## config.mk

```make
export PLATFORM = sky130hd
export DESIGN_NAME = lsf_word_engine
export DESIGN_NICKNAME = d
export VERILOG_FILES = /design/src/rtl/lsf_pkg.sv /design/src/rtl/lsf_word_engine.sv
export VERILOG_INCLUDE_DIRS = /design/src /design/src/rtl
export SDC_FILE = /design/constraint.sdc
export NUM_CORES = 1
export LEC_CHECK = 0
export BUFFER_PORTS_ARGS = -buffer_cell sky130_fd_sc_hd__buf_2
export CORE_ASPECT_RATIO = 0.5
export CORE_MARGIN = 2
export CORE_UTILIZATION = 40
export DETAILED_ROUTE_END_ITERATION = 16
export PLACE_DENSITY = 0.69
export SYNTH_ARGS = -nofsm -noshare
export SYNTH_HDL_FRONTEND = slang
export SYNTH_SLANG_ARGS = --single-unit
```

## constraint.sdc

```tcl
create_clock -name clk -period 3.6 [get_ports clk]
set_input_delay 0.54 -clock clk [delete_from_list [all_inputs] [get_ports clk]]
set_output_delay 0.54 -clock clk [all_outputs]
set_load 0.005 [all_outputs]
```

## src/rtl/lsf_regs.svh

```systemverilog
// Bit positions and codes for the line sync fieldbus words.
// Assumes inclusion by bare name from the design module.
`ifndef LSF_REGS_SVH
`define LSF_REGS_SVH
// Control word bits
`define LSF_CW_SYNC       0
`define LSF_CW_TRANSFER   1
`define LSF_CW_RELEASE    2
`define LSF_CW_SGL_START  4
`define LSF_CW_SGL_NET    5
`define LSF_CW_SGL_RESET  6
`define LSF_CW_PICK       8
`define LSF_CW_SEQ        9
`define LSF_CW_MSEL_LO    12
`define LSF_CW_MSEL_HI    14
// Selector codes
`define LSF_SEL_MAIN      8'h40
`define LSF_SEL_DEFAULT   8'h41
// Sync status bits
`define LSF_SS_READY      0
`define LSF_SS_RUN        1
`define LSF_SS_SYNC       2
`define LSF_SS_FREQ       3
`define LSF_SS_ANGLE      4
`define LSF_SS_DIRECT     5
`define LSF_SS_CONV       6
`define LSF_SS_CLOSE      7
`define LSF_SS_LINE       8
`define LSF_SS_START      12
// Motor count
`define LSF_MOTOR_MAX     3'h7
`define LSF_MOTOR_FIRST   3'h0
`define LSF_MOTOR_STEP    3'h1
// Main status bits
`define LSF_MS_READY      0
`define LSF_MS_RUN        1
`define LSF_MS_CCW        2
`define LSF_MS_FAULT      3
`define LSF_MS_WARN       4
`define LSF_MS_ATREF      5
`define LSF_MS_ZERO       6
`define LSF_MS_FLUX       7
`define LSF_MS_LIMIT      8
`define LSF_MS_ENC        9
`define LSF_MS_UVHALT     10
`define LSF_WORD_ZERO     16'h0000
`endif

```

## src/rtl/lsf_pkg.sv

```systemverilog
// Types for the line sync fieldbus word interpreter.
// Assumes lsf_regs.svh sits on the include path.
package lsf_pkg;
    typedef struct packed {
        logic ready;
        logic run;
        logic ccw;
        logic fault;
        logic warning;
        logic at_ref;
        logic zero_speed;
        logic flux_ready;
        logic torque_ctrl_speed_limit_off;
        logic enc_ccw;
        logic undervoltage_quick_halt_off;
    } lsf_drive_t;

    typedef struct packed {
        logic freq_in_hyst;
        logic angle_in_hyst;
        logic start_cmd;
        logic return_sync_enable;
        logic line_closed;
        logic converter_closed;
    } lsf_meas_t;

    typedef enum logic [4:0] {
        LSF_NORMAL  = 5'b00001,
        LSF_SYNCING = 5'b00010,
        LSF_ONLINE  = 5'b00100,
        LSF_RETURN  = 5'b01000,
        LSF_COAST   = 5'b10000
    } lsf_state_t;
endpackage

```

## src/rtl/lsf_word_engine.sv

```systemverilog
// Line sync control word decoder and status word builder.
// Assumes all inputs synchronous to clk; measurements come from elsewhere.
`timescale 1ns/100ps
`include "lsf_regs.svh"

// Overview of operation
// - Main status bits 0-4: ready, run, ccw, fault, warning.
// - Main status bits 5-10: at ref, zero speed, flux, limits, encoder, undervoltage quick halt.
// - Main status word is always output; valid flag set only when selector equals 64.
// - Control bit 0 selects grid frequency reference and angle alignment.
// - Control bit 1 changes over only with bit 0 and sync reached.
// - Control bit 2 opens line contactors, then coast or restart.
// - Return sync needs enable, start and sync commands; else flying start.
// - Return sync starts at grid frequency, aligns, swaps contactors.
// - After converter control, clearing bits 2 and 0 gives normal ref.
// - Bit 4 requires rising start edge for each next motor.
// - Bit 5 requires rising edges for sync and changeover.
// - Bit 6 makes each release edge open only one line contactor.
// - Bit 8 selects motor from control bits 12 to 14.
// - Bit 9 moves all motors in turn; never with bit 8.
// - Sync status bits 0,1,2,12: ready, run, sync command, start.
// - Sync status bit 3: output within 0.10 Hz of grid.
// - Sync status bit 4 angle in hysteresis, bit 5 changeover command.
// - Sync status bits 6,7,8 mirror converter, close and line drives.
module lsf_word_engine
    import lsf_pkg::*;
(
    // Clock and reset
    input  wire logic        clk,
    input  wire logic        rst_n,
    input  wire logic        clk_en,
    // Fieldbus words
    input  wire logic [15:0] sync_control_word,
    input  wire logic [7:0]  status_select_param,
    output logic      [15:0] main_drive_status,
    output logic      [15:0] sync_status_word,
    output logic             main_status_valid,
    // Drive and measurement side
    input  wire lsf_drive_t  drive,
    input  wire lsf_meas_t   meas,
    // Sequencer outputs
    output logic             grid_ref_sel,
    output logic             angle_align,
    output logic             close_line_cmd,
    output logic             converter_relay_drive,
    output logic             line_relay_drive,
    output logic             flying_start,
    output logic             start_edge_req,
    output logic      [2:0]  motor_sel
);
    // Sequencer state
    lsf_state_t  st_q, st_d;
    logic        conv_q, conv_d;
    logic        line_q, line_d;
    logic        clos_q, clos_d;
    logic        fly_q, fly_d;
    logic        sreq_q, sreq_d;
    logic        seq_adv;
    // Edge history
    logic [15:0] cw_q, cw_d;
    logic        start_q, start_d;
    // Motor selection
    logic [2:0]  mot_q, mot_d;
    // Status words
    logic [15:0] ms_q, ms_d;
    logic        msv_q, msv_d;
    logic [15:0] ss_q, ss_d;
    // Reference drives
    logic        grid_q, grid_d;
    logic        align_q, align_d;
    // Decoded commands
    logic        sync_b, xfer_b, rel_b;
    logic        sync_rise, xfer_rise, rel_rise;
    logic        start_rise, sync_ok, go_sync, go_xfer;

    always_comb begin
        // Only documented control bits are decoded
        sync_b     = sync_control_word[`LSF_CW_SYNC];
        xfer_b     = sync_control_word[`LSF_CW_TRANSFER];
        rel_b      = sync_control_word[`LSF_CW_RELEASE];
        sync_rise  = sync_b & ~cw_q[`LSF_CW_SYNC];
        xfer_rise  = xfer_b & ~cw_q[`LSF_CW_TRANSFER];
        rel_rise   = rel_b & ~cw_q[`LSF_CW_RELEASE];
        start_rise = meas.start_cmd & ~start_q;
        sync_ok    = meas.freq_in_hyst & meas.angle_in_hyst;
        // Edge-only mode stops level retriggering
        go_sync = sync_control_word[`LSF_CW_SGL_NET] ? sync_rise : sync_b;
        go_xfer = sync_control_word[`LSF_CW_SGL_NET] ? xfer_rise : xfer_b;
        // Levels hold; the two pulses clear on every enabled cycle
        st_d    = st_q;
        conv_d  = conv_q;
        line_d  = line_q;
        clos_d  = 1'b0;
        fly_d   = 1'b0;
        sreq_d  = sreq_q;
        seq_adv = 1'b0;
        unique case (st_q)
            LSF_NORMAL: begin
                conv_d = 1'b1;
                if (go_sync && !line_q) begin
                    st_d = LSF_SYNCING;
                end
                if (rel_b && line_q) begin
                    st_d = LSF_COAST;
                end
            end

            LSF_SYNCING: begin
                if (!sync_b) begin
                    st_d = LSF_NORMAL; // Dropped early
                end else if (go_xfer && sync_ok) begin
                    st_d   = LSF_ONLINE;
                    clos_d = 1'b1;
                    line_d = 1'b1;
                    conv_d = 1'b0;
                end
            end

            LSF_ONLINE: begin
                // Next motor in turn; edge start mode waits for edge
                if (sync_control_word[`LSF_CW_SEQ] &&
                    !sync_control_word[`LSF_CW_PICK] &&
                    mot_q != `LSF_MOTOR_MAX && !xfer_b) begin
                    if (!sync_control_word[`LSF_CW_SGL_START]
                        || start_rise) begin
                        seq_adv = 1'b1;
                        st_d   = LSF_NORMAL;
                        sreq_d = 1'b0;
                    end else begin
                        sreq_d = 1'b1;
                    end
                end
                // One contactor per release edge
                if (sync_control_word[`LSF_CW_SGL_RESET] ? rel_rise
                                                          : rel_b) begin
                    if (meas.return_sync_enable && meas.start_cmd &&
                        sync_b) begin
                        st_d = LSF_RETURN;
                    end else begin
                        st_d   = LSF_COAST;
                        line_d = 1'b0;
                    end
                end
            end

            LSF_RETURN: begin
                // Release bit must stay up until handback
                if (!rel_b || !sync_b) begin
                    st_d   = LSF_COAST;
                    line_d = 1'b0;
                end else if (sync_ok) begin
                    conv_d = 1'b1; // Contactor swap
                    line_d = 1'b0;
                    st_d   = LSF_NORMAL;
                end
            end

            LSF_COAST: begin
                line_d = 1'b0;
                fly_d  = 1'b1; // Flying start
                st_d   = LSF_NORMAL;
            end
        endcase
    end

    // Frozen while clk_en low; outputs lag the decision one cycle
    always_ff @(posedge clk or negedge rst_n) begin
        if (!rst_n) begin
            st_q   <= LSF_NORMAL;
            conv_q <= 1'b0;
            line_q <= 1'b0;
            clos_q <= 1'b0;
            fly_q  <= 1'b0;
            sreq_q <= 1'b0;
        end else if (clk_en) begin
            st_q   <= st_d;
            conv_q <= conv_d;
            line_q <= line_d;
            clos_q <= clos_d;
            fly_q  <= fly_d;
            sreq_q <= sreq_d;
        end
    end

    // Grid reference and angle alignment follow the next state
    always_comb begin
        grid_d  = (st_d == LSF_SYNCING) || (st_d == LSF_RETURN);
        align_d = (st_d == LSF_SYNCING) || (st_d == LSF_RETURN);
    end

    always_ff @(posedge clk or negedge rst_n) begin
        if (!rst_n) begin
            grid_q  <= 1'b0;
            align_q <= 1'b0;
        end else if (clk_en) begin
            grid_q  <= grid_d;
            align_q <= align_d;
        end
    end

    // Previous control word and start command for edge detection
    always_comb begin
        cw_d    = sync_control_word;
        start_d = meas.start_cmd;
    end

    // History clears to the idle word so no false edge follows reset
    always_ff @(posedge clk or negedge rst_n) begin
        if (!rst_n) begin
            cw_q    <= `LSF_WORD_ZERO;
            start_q <= 1'b0;
        end else if (clk_en) begin
            cw_q    <= cw_d;
            start_q <= start_d;
        end
    end

    // Explicit pick wins; sequencing is ignored when both are set
    always_comb begin
        mot_d = mot_q;
        if (sync_control_word[`LSF_CW_PICK]) begin
            mot_d = sync_control_word[`LSF_CW_MSEL_HI:`LSF_CW_MSEL_LO];
        end else if (seq_adv) begin
            // Sequencer stops at the last motor, so no wrap here
            mot_d = 3'(mot_q + `LSF_MOTOR_STEP);
        end
    end

    always_ff @(posedge clk or negedge rst_n) begin
        if (!rst_n) begin
            mot_q <= `LSF_MOTOR_FIRST;
        end else if (clk_en) begin
            mot_q <= mot_d;
        end
    end

    // Main status word; bits above the last field stay zero
    always_comb begin
        ms_d = `LSF_WORD_ZERO;
        ms_d[`LSF_MS_READY]  = drive.ready;
        ms_d[`LSF_MS_RUN]    = drive.run;
        ms_d[`LSF_MS_CCW]    = drive.ccw;
        ms_d[`LSF_MS_FAULT]  = drive.fault;
        ms_d[`LSF_MS_WARN]   = drive.warning;
        ms_d[`LSF_MS_ATREF]  = drive.at_ref;
        ms_d[`LSF_MS_ZERO]   = drive.zero_speed;
        ms_d[`LSF_MS_FLUX]   = drive.flux_ready;
        ms_d[`LSF_MS_LIMIT]  = drive.torque_ctrl_speed_limit_off;
        ms_d[`LSF_MS_ENC]    = drive.enc_ccw;
        ms_d[`LSF_MS_UVHALT] = drive.undervoltage_quick_halt_off;
        // Word is built always; the flag tells the master which it reads
        msv_d = (status_select_param == `LSF_SEL_MAIN);
    end

    always_ff @(posedge clk or negedge rst_n) begin
        if (!rst_n) begin
            ms_q  <= `LSF_WORD_ZERO;
            msv_q <= 1'b0;
        end else if (clk_en) begin
            ms_q  <= ms_d;
            msv_q <= msv_d;
        end
    end

    // Sync status word, unassigned bits zero
    always_comb begin
        ss_d = `LSF_WORD_ZERO;
        ss_d[`LSF_SS_READY]  = drive.ready;
        ss_d[`LSF_SS_RUN]    = drive.run;
        ss_d[`LSF_SS_SYNC]   = sync_b;
        ss_d[`LSF_SS_START]  = meas.start_cmd;
        ss_d[`LSF_SS_FREQ]   = meas.freq_in_hyst;
        ss_d[`LSF_SS_ANGLE]  = meas.angle_in_hyst;
        ss_d[`LSF_SS_DIRECT] = xfer_b;
        ss_d[`LSF_SS_CONV]   = conv_q;
        ss_d[`LSF_SS_CLOSE]  = clos_q;
        ss_d[`LSF_SS_LINE]   = line_q;
    end

    always_ff @(posedge clk or negedge rst_n) begin
        if (!rst_n) begin
            ss_q <= `LSF_WORD_ZERO;
        end else if (clk_en) begin
            ss_q <= ss_d;
        end
    end

    assign main_drive_status     = ms_q;
    assign main_status_valid     = msv_q;
    assign sync_status_word      = ss_q;
    assign grid_ref_sel          = grid_q;
    assign angle_align           = align_q;
    assign close_line_cmd        = clos_q;
    assign converter_relay_drive = conv_q;
    assign line_relay_drive      = line_q;
    assign flying_start          = fly_q;
    assign start_edge_req        = sreq_q;
    assign motor_sel             = mot_q;
endmodule
```

Yosys cells after proc, flatten, opt, wreduce, memory -nomap -nowiden --
Index checks and enable logic that the tools add are counted.
Cells by class: equality and inequality tests 16, bitwise operators 9, reductions and logical operators 24, muxes and demuxes 36, add/sub/neg operators 1
Operator list (count):
- $mux W5 | 10
- $pmux W5 S5 | 1
- $mux W1 | 21
- $ne A2 B2 Y1 const B | 6
- $eq A5 B2 Y1 const B | 2
- $eq A5 B4 Y1 const B | 2
- $eq A8 B7 Y1 const B | 1
- $logic_and A1 B1 Y1 | 8
- $reduce_and A7 Y1 | 1
- $logic_not A1 Y1 | 6
- $mux W3 | 2
- $ne A3 B3 Y1 const B | 2
- $reduce_and A6 Y1 | 1
- $and A1 B1 Y1 | 5
- $eq A5 B1 Y1 const B | 1
- $eq A5 B3 Y1 const B | 1
- $eq A5 B5 Y1 const B | 1
- $not A1 Y1 | 4
- $pmux W1 S4 | 1
- $reduce_bool A4 Y1 | 1
- $add A3 B1 Y3 const B | 1
- $logic_or A1 B1 Y1 | 3
- $pmux W1 S3 | 1
- $reduce_and A3 Y1 | 1
- 3 further kinds | 3
Word-level totals: bits of input ports 44, register bits 40, logic and storage cells 99

Longest topological paths before layout --
Gate-level depths: netlist of the first run.
depth in word-level cells 9, depth in mapped cells 8, mapped depth without buffers 8

Least setup slack after synthesis of the first run --
OpenSTA, ideal clock, no wires.
path kind reg-to-reg, start register mot_q[0], in the netlist motor_sel[0], end register align_q, in the netlist angle_align, required time 3.534 ns, setup time 0.066 ns, setup slack 1.467 ns, stages on the path, launching flop included 9, path buffers 0, data arrival time 2.067 ns, cells stage by stage dfrtp_1 ha_1 ha_1 nor4b_1 a21boi_0 nor3_1 a211o_2 o22ai_1 a32o_2
Between the ends: cells in the longest elaborated chain, start to end 8
Ends and longest elaborated chain:
- from (decl) | RTL line lsf_word_engine.sv:63 | logic [2:0] mot_q, mot_d;
- from (signal assigned) | RTL line lsf_word_engine.sv:231 | mot_q <= `LSF_MOTOR_FIRST;
- from (signal assigned) | RTL line lsf_word_engine.sv:233 | mot_q <= mot_d;
- $ne A3 B3 Y1 (no line) (*)
- $logic_and A1 B1 Y1 (no line) (*)
- $logic_and A1 B1 Y1 (*) | RTL line lsf_word_engine.sv:121 | if (sync_control_word[`LSF_CW_SEQ] &&
- $mux W5 (*) | RTL line lsf_word_engine.sv:121
- $mux W5 (*) | RTL line lsf_word_engine.sv:134 | if (sync_control_word[`LSF_CW_SGL_RESET] ? rel_rise
- $pmux W5 S5 (*) | RTL line lsf_word_engine.sv:97 | unique case (st_q)
- $eq A5 B2 Y1 / $eq A5 B4 Y1 (equally long branches) | RTL line lsf_word_engine.sv:188 | align_d = (st_d == LSF_SYNCING) || (st_d == LSF_RETURN);
- $logic_or A1 B1 Y1 (*) | RTL line lsf_word_engine.sv:188
- to (signal assigned) | RTL line lsf_word_engine.sv:197 | align_q <= align_d;
- to (decl) | RTL line lsf_word_engine.sv:70 | logic align_q, align_d;
Every way passes the cells marked *; elsewhere a longest branch is shown, timed or not. A chain may end at the register's enable or synchronous reset.

Worst setup path after layout of the first run --
Ends and elaborated chain as after synthesis.

==> out/results.ini, run 1 <==
[run_status]
status=finished, final reports clean

[floorplan]
die_x_um=103
initial_core_util_pct=43.1
core_mm2=0.00457
die-area_mm2=0.00554
fp.dieH_um=53.6
rows=17
io_pins=87

[synth]
synth_common_cells=34 x dfrtp_1, 26 x mux2_2, 18 x buf_4
synth.most_common_cell=dfrtp_1
ys_seq_area_share_pct=44.5
synth_edf_count=0
synth_area_per_cell_um2=10.9
ys.flop_type=dfrtp_1
syn_inst=181
synth_area_leaders=dfrtp_1 43%, mux2_2 15%, buf_4 6.9%
synth-seq-cells=35
synth_area_mm2=0.00197
yosys.area.top_type=dfrtp_1
synth.top_cell.area_share_pct=43.1
yosysUniqueCellTypes=49
yosys_warnings=0
async_reset_ff_share_pct=100

[detailed_routing]
dr_wl_met2_um=2150
drc=0
ant_nets=0
first_pass_iters=4
vias=1597
routed_wirelength_um=4380
routed.top_layer=met4
wl_per_cell_um=14.2
avgViaCountPerCell=5.19
wl_met3_um=184
first_iter_violations=64
wl_met1_um=2000

[cts]
cts_max_level=2
cts.sinks=35
ctsHoldBuffers=0
worstSkewPairLatency_ns=0.29
numCtsBuffers=5
cts.clk_slew.worst_paths_ns=0.07
cts_buffer_depth=2
cts_resized=0
cts-root-buf=clkbuf_8
postCtsSetupBuffers=0
cts_tree=built

[placed_design]
dp_cells=300
place_area_mm2=0.00226
io_buffer_count=68
place.gp.congestion=0.910
dp_hpwl_um=3300

[sta]
max_slew_margin_pct=46.3
fin_tns_setup_ns=0
maxSlewViolCount=0
fin_crit_sh_pct=67.9
worstMarginPinSlew_ns=0.806
period_needed_ns=2.44
whs_ns=0.334
rsz0062_at_grt=false
skew_ns=0.00652
finalSetupViolations=0
fmax_mhz=409
hold_viol=0

[worst_setup_path]
worstPathRequired_ns=3.83
end_kind=flip-flop
timing.rr.start=motor_sel[0]
worstPathArrival_ns=2.68
critPathMaxFanout=4
cp-start-kind=flip-flop
timing.rr.end=angle_align
r2r_setup_slack_ns=1.16
crit_type=flip-flop to flip-flop
ff2ff_path_depth=8

[global_route]
grt_pass1_wl_um=7210
grt_max_degree=36
grt_pass1_vias=1498
antenna_found_initial=0
grt_overflow=0
grt_use_total_pct=17.4

[final_layout]
antenna_cells=0
drive_gt1_share_pct=47.1
synthToLayoutAreaGrowth_pct=19.2
instances_no_fill=308
final_nets=287
postLayoutCellArea_mm2=0.00235

[power_and_ir_drop]
leakagePower_nw=1.10
vdd_drop_max_v=0.000272
p_total_w=0.00124
p_per_area_mw_per_mm2=526

[min_path]
hp-class=input pin to asynchronous set/reset pin

[job]
maxCapViolations=0

[cell type report]
type	count	area [um^2]
fillers	439	2220
multi-input cells	126	942
flip-flops and latches	35	877
repair buffers	69	348
well taps	66	82.6
clock buffers	6	72.6
inverters	4	15.0
clock inverters	2	12.5
[routing by layer]
layer / up-vias / GRT usage (%)
li1: 751 / -
met1: 787 / 23.4
met2: 54 / 28.5
met3: 5 / 3.51
met4: 0 / 5.92
met5: - / 0
[cell usage in the layout (no fill, tap or decap), types with 4 or more instances in the layout]
master / n
nor2_1: 6
a21oi_1: 6
inv_1: 4
clkbuf_8: 5
mux2_2: 26
buf_2: 68
nand2_1: 11
nand3_1: 5
o22ai_1: 4
nor3_1: 4
conb_1: 11
dfrtp_1: 34
o21ai_0: 8
[cell families (layout without fill, tap and decap cells)]
logic type                 count (synthesis)  in the layout  share of synthesized area, %
other                                      1             11                         0.190
xor gates and xnor gates                   3              3                          1.33
muxes                                     28             28                          15.9
AOI/OAI and AO/OA                         34             34                          12.1
buffers and inverters                     30             81                          9.64
and+or+nand+nor                           48             48                          15.1
adders and majority gates                  2              2                          1.27
DFF                                       35             35                          44.5
[flip-flops by register name, summed over array words and instances (netlist names), 3 cells and up]
signal and flops:
st_q 5, motor_sel 3, sync_status_word 7, main_drive_status 9
cw_q 3
[worst max-delay path by stage]
stage | startpoint | cells after the start | to | slack [ns]
after global routing | motor_sel[0] | 8 | angle_align | 0.91
after detailed placement | motor_sel[0] | 8 | angle_align | 1.17
final | motor_sel[0] | 8 | angle_align | 1.16
after floorplan | motor_sel[0] | 8 | angle_align | 1.47
after global placement | motor_sel[0] | 8 | angle_align | 1.23
after CTS | motor_sel[0] | 8 | angle_align | 1.15
[power breakdown]
group / leakage, nW / switching, W / internal [W]
Combinational: 0.637 / 0.000182 / 0.000217
Clock: 0.0412 / 0.000143 / 0.000135
Sequential: 0.422 / 0.0000899 / 0.000469
[worst max-delay path, cell delays in order, from the launching register on]
cell	delay, ns
dfrtp_1	0.41
ha_1	0.21
ha_1	0.17
nor4b_1	0.38
a21boi_0	0.42
nor3_1	0.12
a211o_2	0.28
o22ai_1	0.20
a32o_2	0.19
[stage by stage]
stage / utilization (%) / worst slack, ns
2_1_floorplan: - / 1.47
3_3_place_gp: 49.5 / 1.23
3_5_place_dp: 49.5 / 1.17
4_1_cts: 51.4 / 1.15
5_1_grt: 51.4 / 0.909
6_report: 51.4 / 1.16
(Power assumes the default switching activity.)
==> run 2, diff against run 1 <==
--- a/config.mk
+++ b/config.mk
@@ -6,12 +6,13 @@
 export SDC_FILE = /design/constraint.sdc
 export NUM_CORES = 1
 export LEC_CHECK = 0
+export ABC_AREA = 1
 export BUFFER_PORTS_ARGS = -buffer_cell sky130_fd_sc_hd__buf_2
 export CORE_ASPECT_RATIO = 0.5
 export CORE_MARGIN = 2
 export CORE_UTILIZATION = 40
 export DETAILED_ROUTE_END_ITERATION = 16
-export PLACE_DENSITY = 0.69
+export PLACE_DENSITY = 0.72
 export SYNTH_ARGS = -nofsm -noshare
 export SYNTH_HDL_FRONTEND = slang
 export SYNTH_SLANG_ARGS = --single-unit
==> constraint.sdc (replaced) <==
create_clock -name clk -period 2.1 [get_ports clk]
set_input_delay 0.315 -clock clk [delete_from_list [all_inputs] [get_ports clk]]
set_output_delay 0.315 -clock clk [all_outputs]
set_load 0.005 [all_outputs]
==> run 2 against run 1 <==
Global-route usage rose by 0.58 points. First-iteration DRC count rose by 50%. Non-clock buffer count rose by 1. Sequential share of layout area fell by 1.2 points. Utilization fell by 1.6 points. Combinational power rose by 89%. Clock power rose by 78%. Critical endpoint is now motor_sel[2]. Largest power group unchanged.
==> out/results.ini, run 2 <==
[run_status]
status=finished, final reports clean

[cts]
ctsHoldBuffers=0
cts_buffer_depth=2
cts_tree=built
worstSkewPairLatency_ns=0.29
postCtsSetupBuffers=0
cts.clk_slew.worst_paths_ns=0.08
cts.sinks=35
cts_resized=0
cts_max_level=2
cts-root-buf=clkbuf_8
numCtsBuffers=5

[job]
maxCapViolations=0

[placed_design]
dp_cells=408
place.gp.congestion=0.890
io_buffer_count=68
dp_hpwl_um=3730

[power_and_ir_drop]
leakagePower_nw=1.39
p_total_w=0.00215
vdd_drop_max_v=0.000289
p_per_area_mw_per_mm2=884

[min_path]
hp-class=input pin to asynchronous set/reset pin

[floorplan]
rows=18
die-area_mm2=0.00567
die_x_um=104
fp.dieH_um=54.2
initial_core_util_pct=41.3
io_pins=87
core_mm2=0.00489

[sta]
fmax_mhz=530
rsz0062_at_grt=false
hold_viol=0
max_slew_margin_pct=47.1
period_needed_ns=1.89
fin_tns_setup_ns=0
skew_ns=0.00604
worstMarginPinSlew_ns=0.793
fin_crit_sh_pct=89.9
maxSlewViolCount=0
finalSetupViolations=0

[worst_setup_path]
end_kind=flip-flop
max_stage_delay_ns=0.42
cp-start-kind=flip-flop
worstPathRequired_ns=2.31
crit_path_cell_trace=ha_1, ha_1, inv_1, nand2_1, nor2_1, nand2_1, inv_1, nand2_1, a21oi_4, nor2_1, a31oi_1
ff2ff_path_depth=11
critPathSlowestCell=dfrtp_1
timing.rr.start=motor_sel[0]
crit_type=flip-flop to flip-flop
critPathMaxFanout=6
crit_top_cell=nand2_1
r2r_setup_slack_ns=0.21
worstPathArrival_ns=2.10
timing.rr.end=motor_sel[2]

[synth]
ys.flop_type=dfrtp_1
async_reset_ff_share_pct=100
synth_xor_area_share_pct=0
synth_common_cells=118 x nand2_1, 34 x dfrtp_1, 23 x nor2_1
synthSimpleGateAreaFrac_pct=35.0
synthAdderAreaFrac_pct=1.24
synth-seq-cells=35
synth_area_per_cell_um2=7.19
synth-compound-area-share_pct=8.05
ys_seq_area_share_pct=43.4
synth_edf_count=0
synth.most_common_cell=nand2_1
synth_area_mm2=0.00202
synth_area_leaders=dfrtp_1 42%, nand2_1 22%, buf_4 6.3%
yosysUniqueCellTypes=28
synth.top_cell.area_share_pct=42.1
synth_top_family_by_area=simple AND/OR/NAND/NOR gates
yosys_warnings=0
synthMuxAreaShare_pct=0
yosys.area.top_type=dfrtp_1
syn_inst=281

[final_layout]
drive_gt1_share_pct=27.2
final_nets=391
instances_no_fill=416
seq_area_um2=877
final_common_cell=nand2_1
nFillCells=514
multiInputGateArea_um2=936
largest_reg_flops=9
final_cell_mix=118 x nand2_1, 68 x buf_2, 34 x dfrtp_1
antenna_cells=0
synthToLayoutAreaGrowth_pct=20.4

[detailed_routing]
routed_wirelength_um=4820
avgViaCountPerCell=4.70
vias=1954
drc=0
ant_nets=0
first_pass_iters=4
wl_per_cell_um=11.6
first_iter_violations=96

[global_route]
grt_use_total_pct=17.9
grt_pass1_vias=1750
grt_overflow=0
antenna_found_initial=0
grt_max_degree=36
grt_pass1_wl_um=7870

run 2: per-layer routing:
layer | track usage (%) | share of wire (%) | vias up
li1 | - | - | 985
met1 | 21.8 | 44 | 904
met2 | 32.7 | 48 | 59
met3 | 4.05 | 6.3 | 6
met4 | 6.53 | 1.3 | 0
met5 | 0 | 0 | -
run 2: cell type report:
class | instances | share of cell area (%)
Clock buffer | 5 | 2.83
Clock inverter | 3 | 0.823
Multi-Input combinational cell | 210 | 38.5
Inverter | 23 | 3.55
Tap cell | 70 | 3.60
Timing Repair Buffer | 70 | 14.6
Sequential cell | 35 | 36.1
run 2: kinds of logic (layout without fill, tap and decap cells):
kind of cell / count (synthesis) / after routing
AO/OA/AOI/OAI: 27 / 27
adder cells (fa/ha/maj): 2 / 2
buffers and inverters: 46 / 101
flip-flops: 35 / 35
other: 1 / 11
AND/OR/NAND/NOR: 170 / 170
run 2: worst max path at each step:
stage | start | end | slack (ns) | cells past startpoint
finish | motor_sel[0] | motor_sel[2] | 0.21 | 11
global route | motor_sel[0] | angle_align | 0.004 | 15
CTS | motor_sel[0] | motor_sel[2] | 0.21 | 11
detailed placement | motor_sel[0] | motor_sel[1] | 0.24 | 11
floorplan | motor_sel[0] | motor_sel[1] | 0.47 | 11
global placement | motor_sel[0] | angle_align | 0.33 | 15
run 2: stage by stage:
step	hold WS, ns	setup WS, ns	utilization, %	instance area, um^2
floorplan	0.0194	0.471	-	2060
global placement	0.432	0.326	47.9	2340
detailed placement	0.447	0.239	47.9	2340
CTS	0.136	0.209	49.7	2430
global route	0.176	0.00352	49.7	2430
finish	0.104	0.212	49.7	2430
run 2: where the power goes:
part	total, W	internal, W	switching, W
sequential	0.000899	0.000796	0.000103
clock	0.000494	0.000231	0.000263
combinational	0.000756	0.000290	0.000465
total	0.00215	0.00132	0.000832
run 2: critical path, delay by kind of cell (launching register included):
family / cells / cell delay (ns)
flip-flops: 1 / 0.42
AO/OA/AOI/OAI: 2 / 0.35
buffers and inverters: 2 / 0.16
adder cells (fa/ha/maj): 2 / 0.42
AND/OR/NAND/NOR: 5 / 0.46
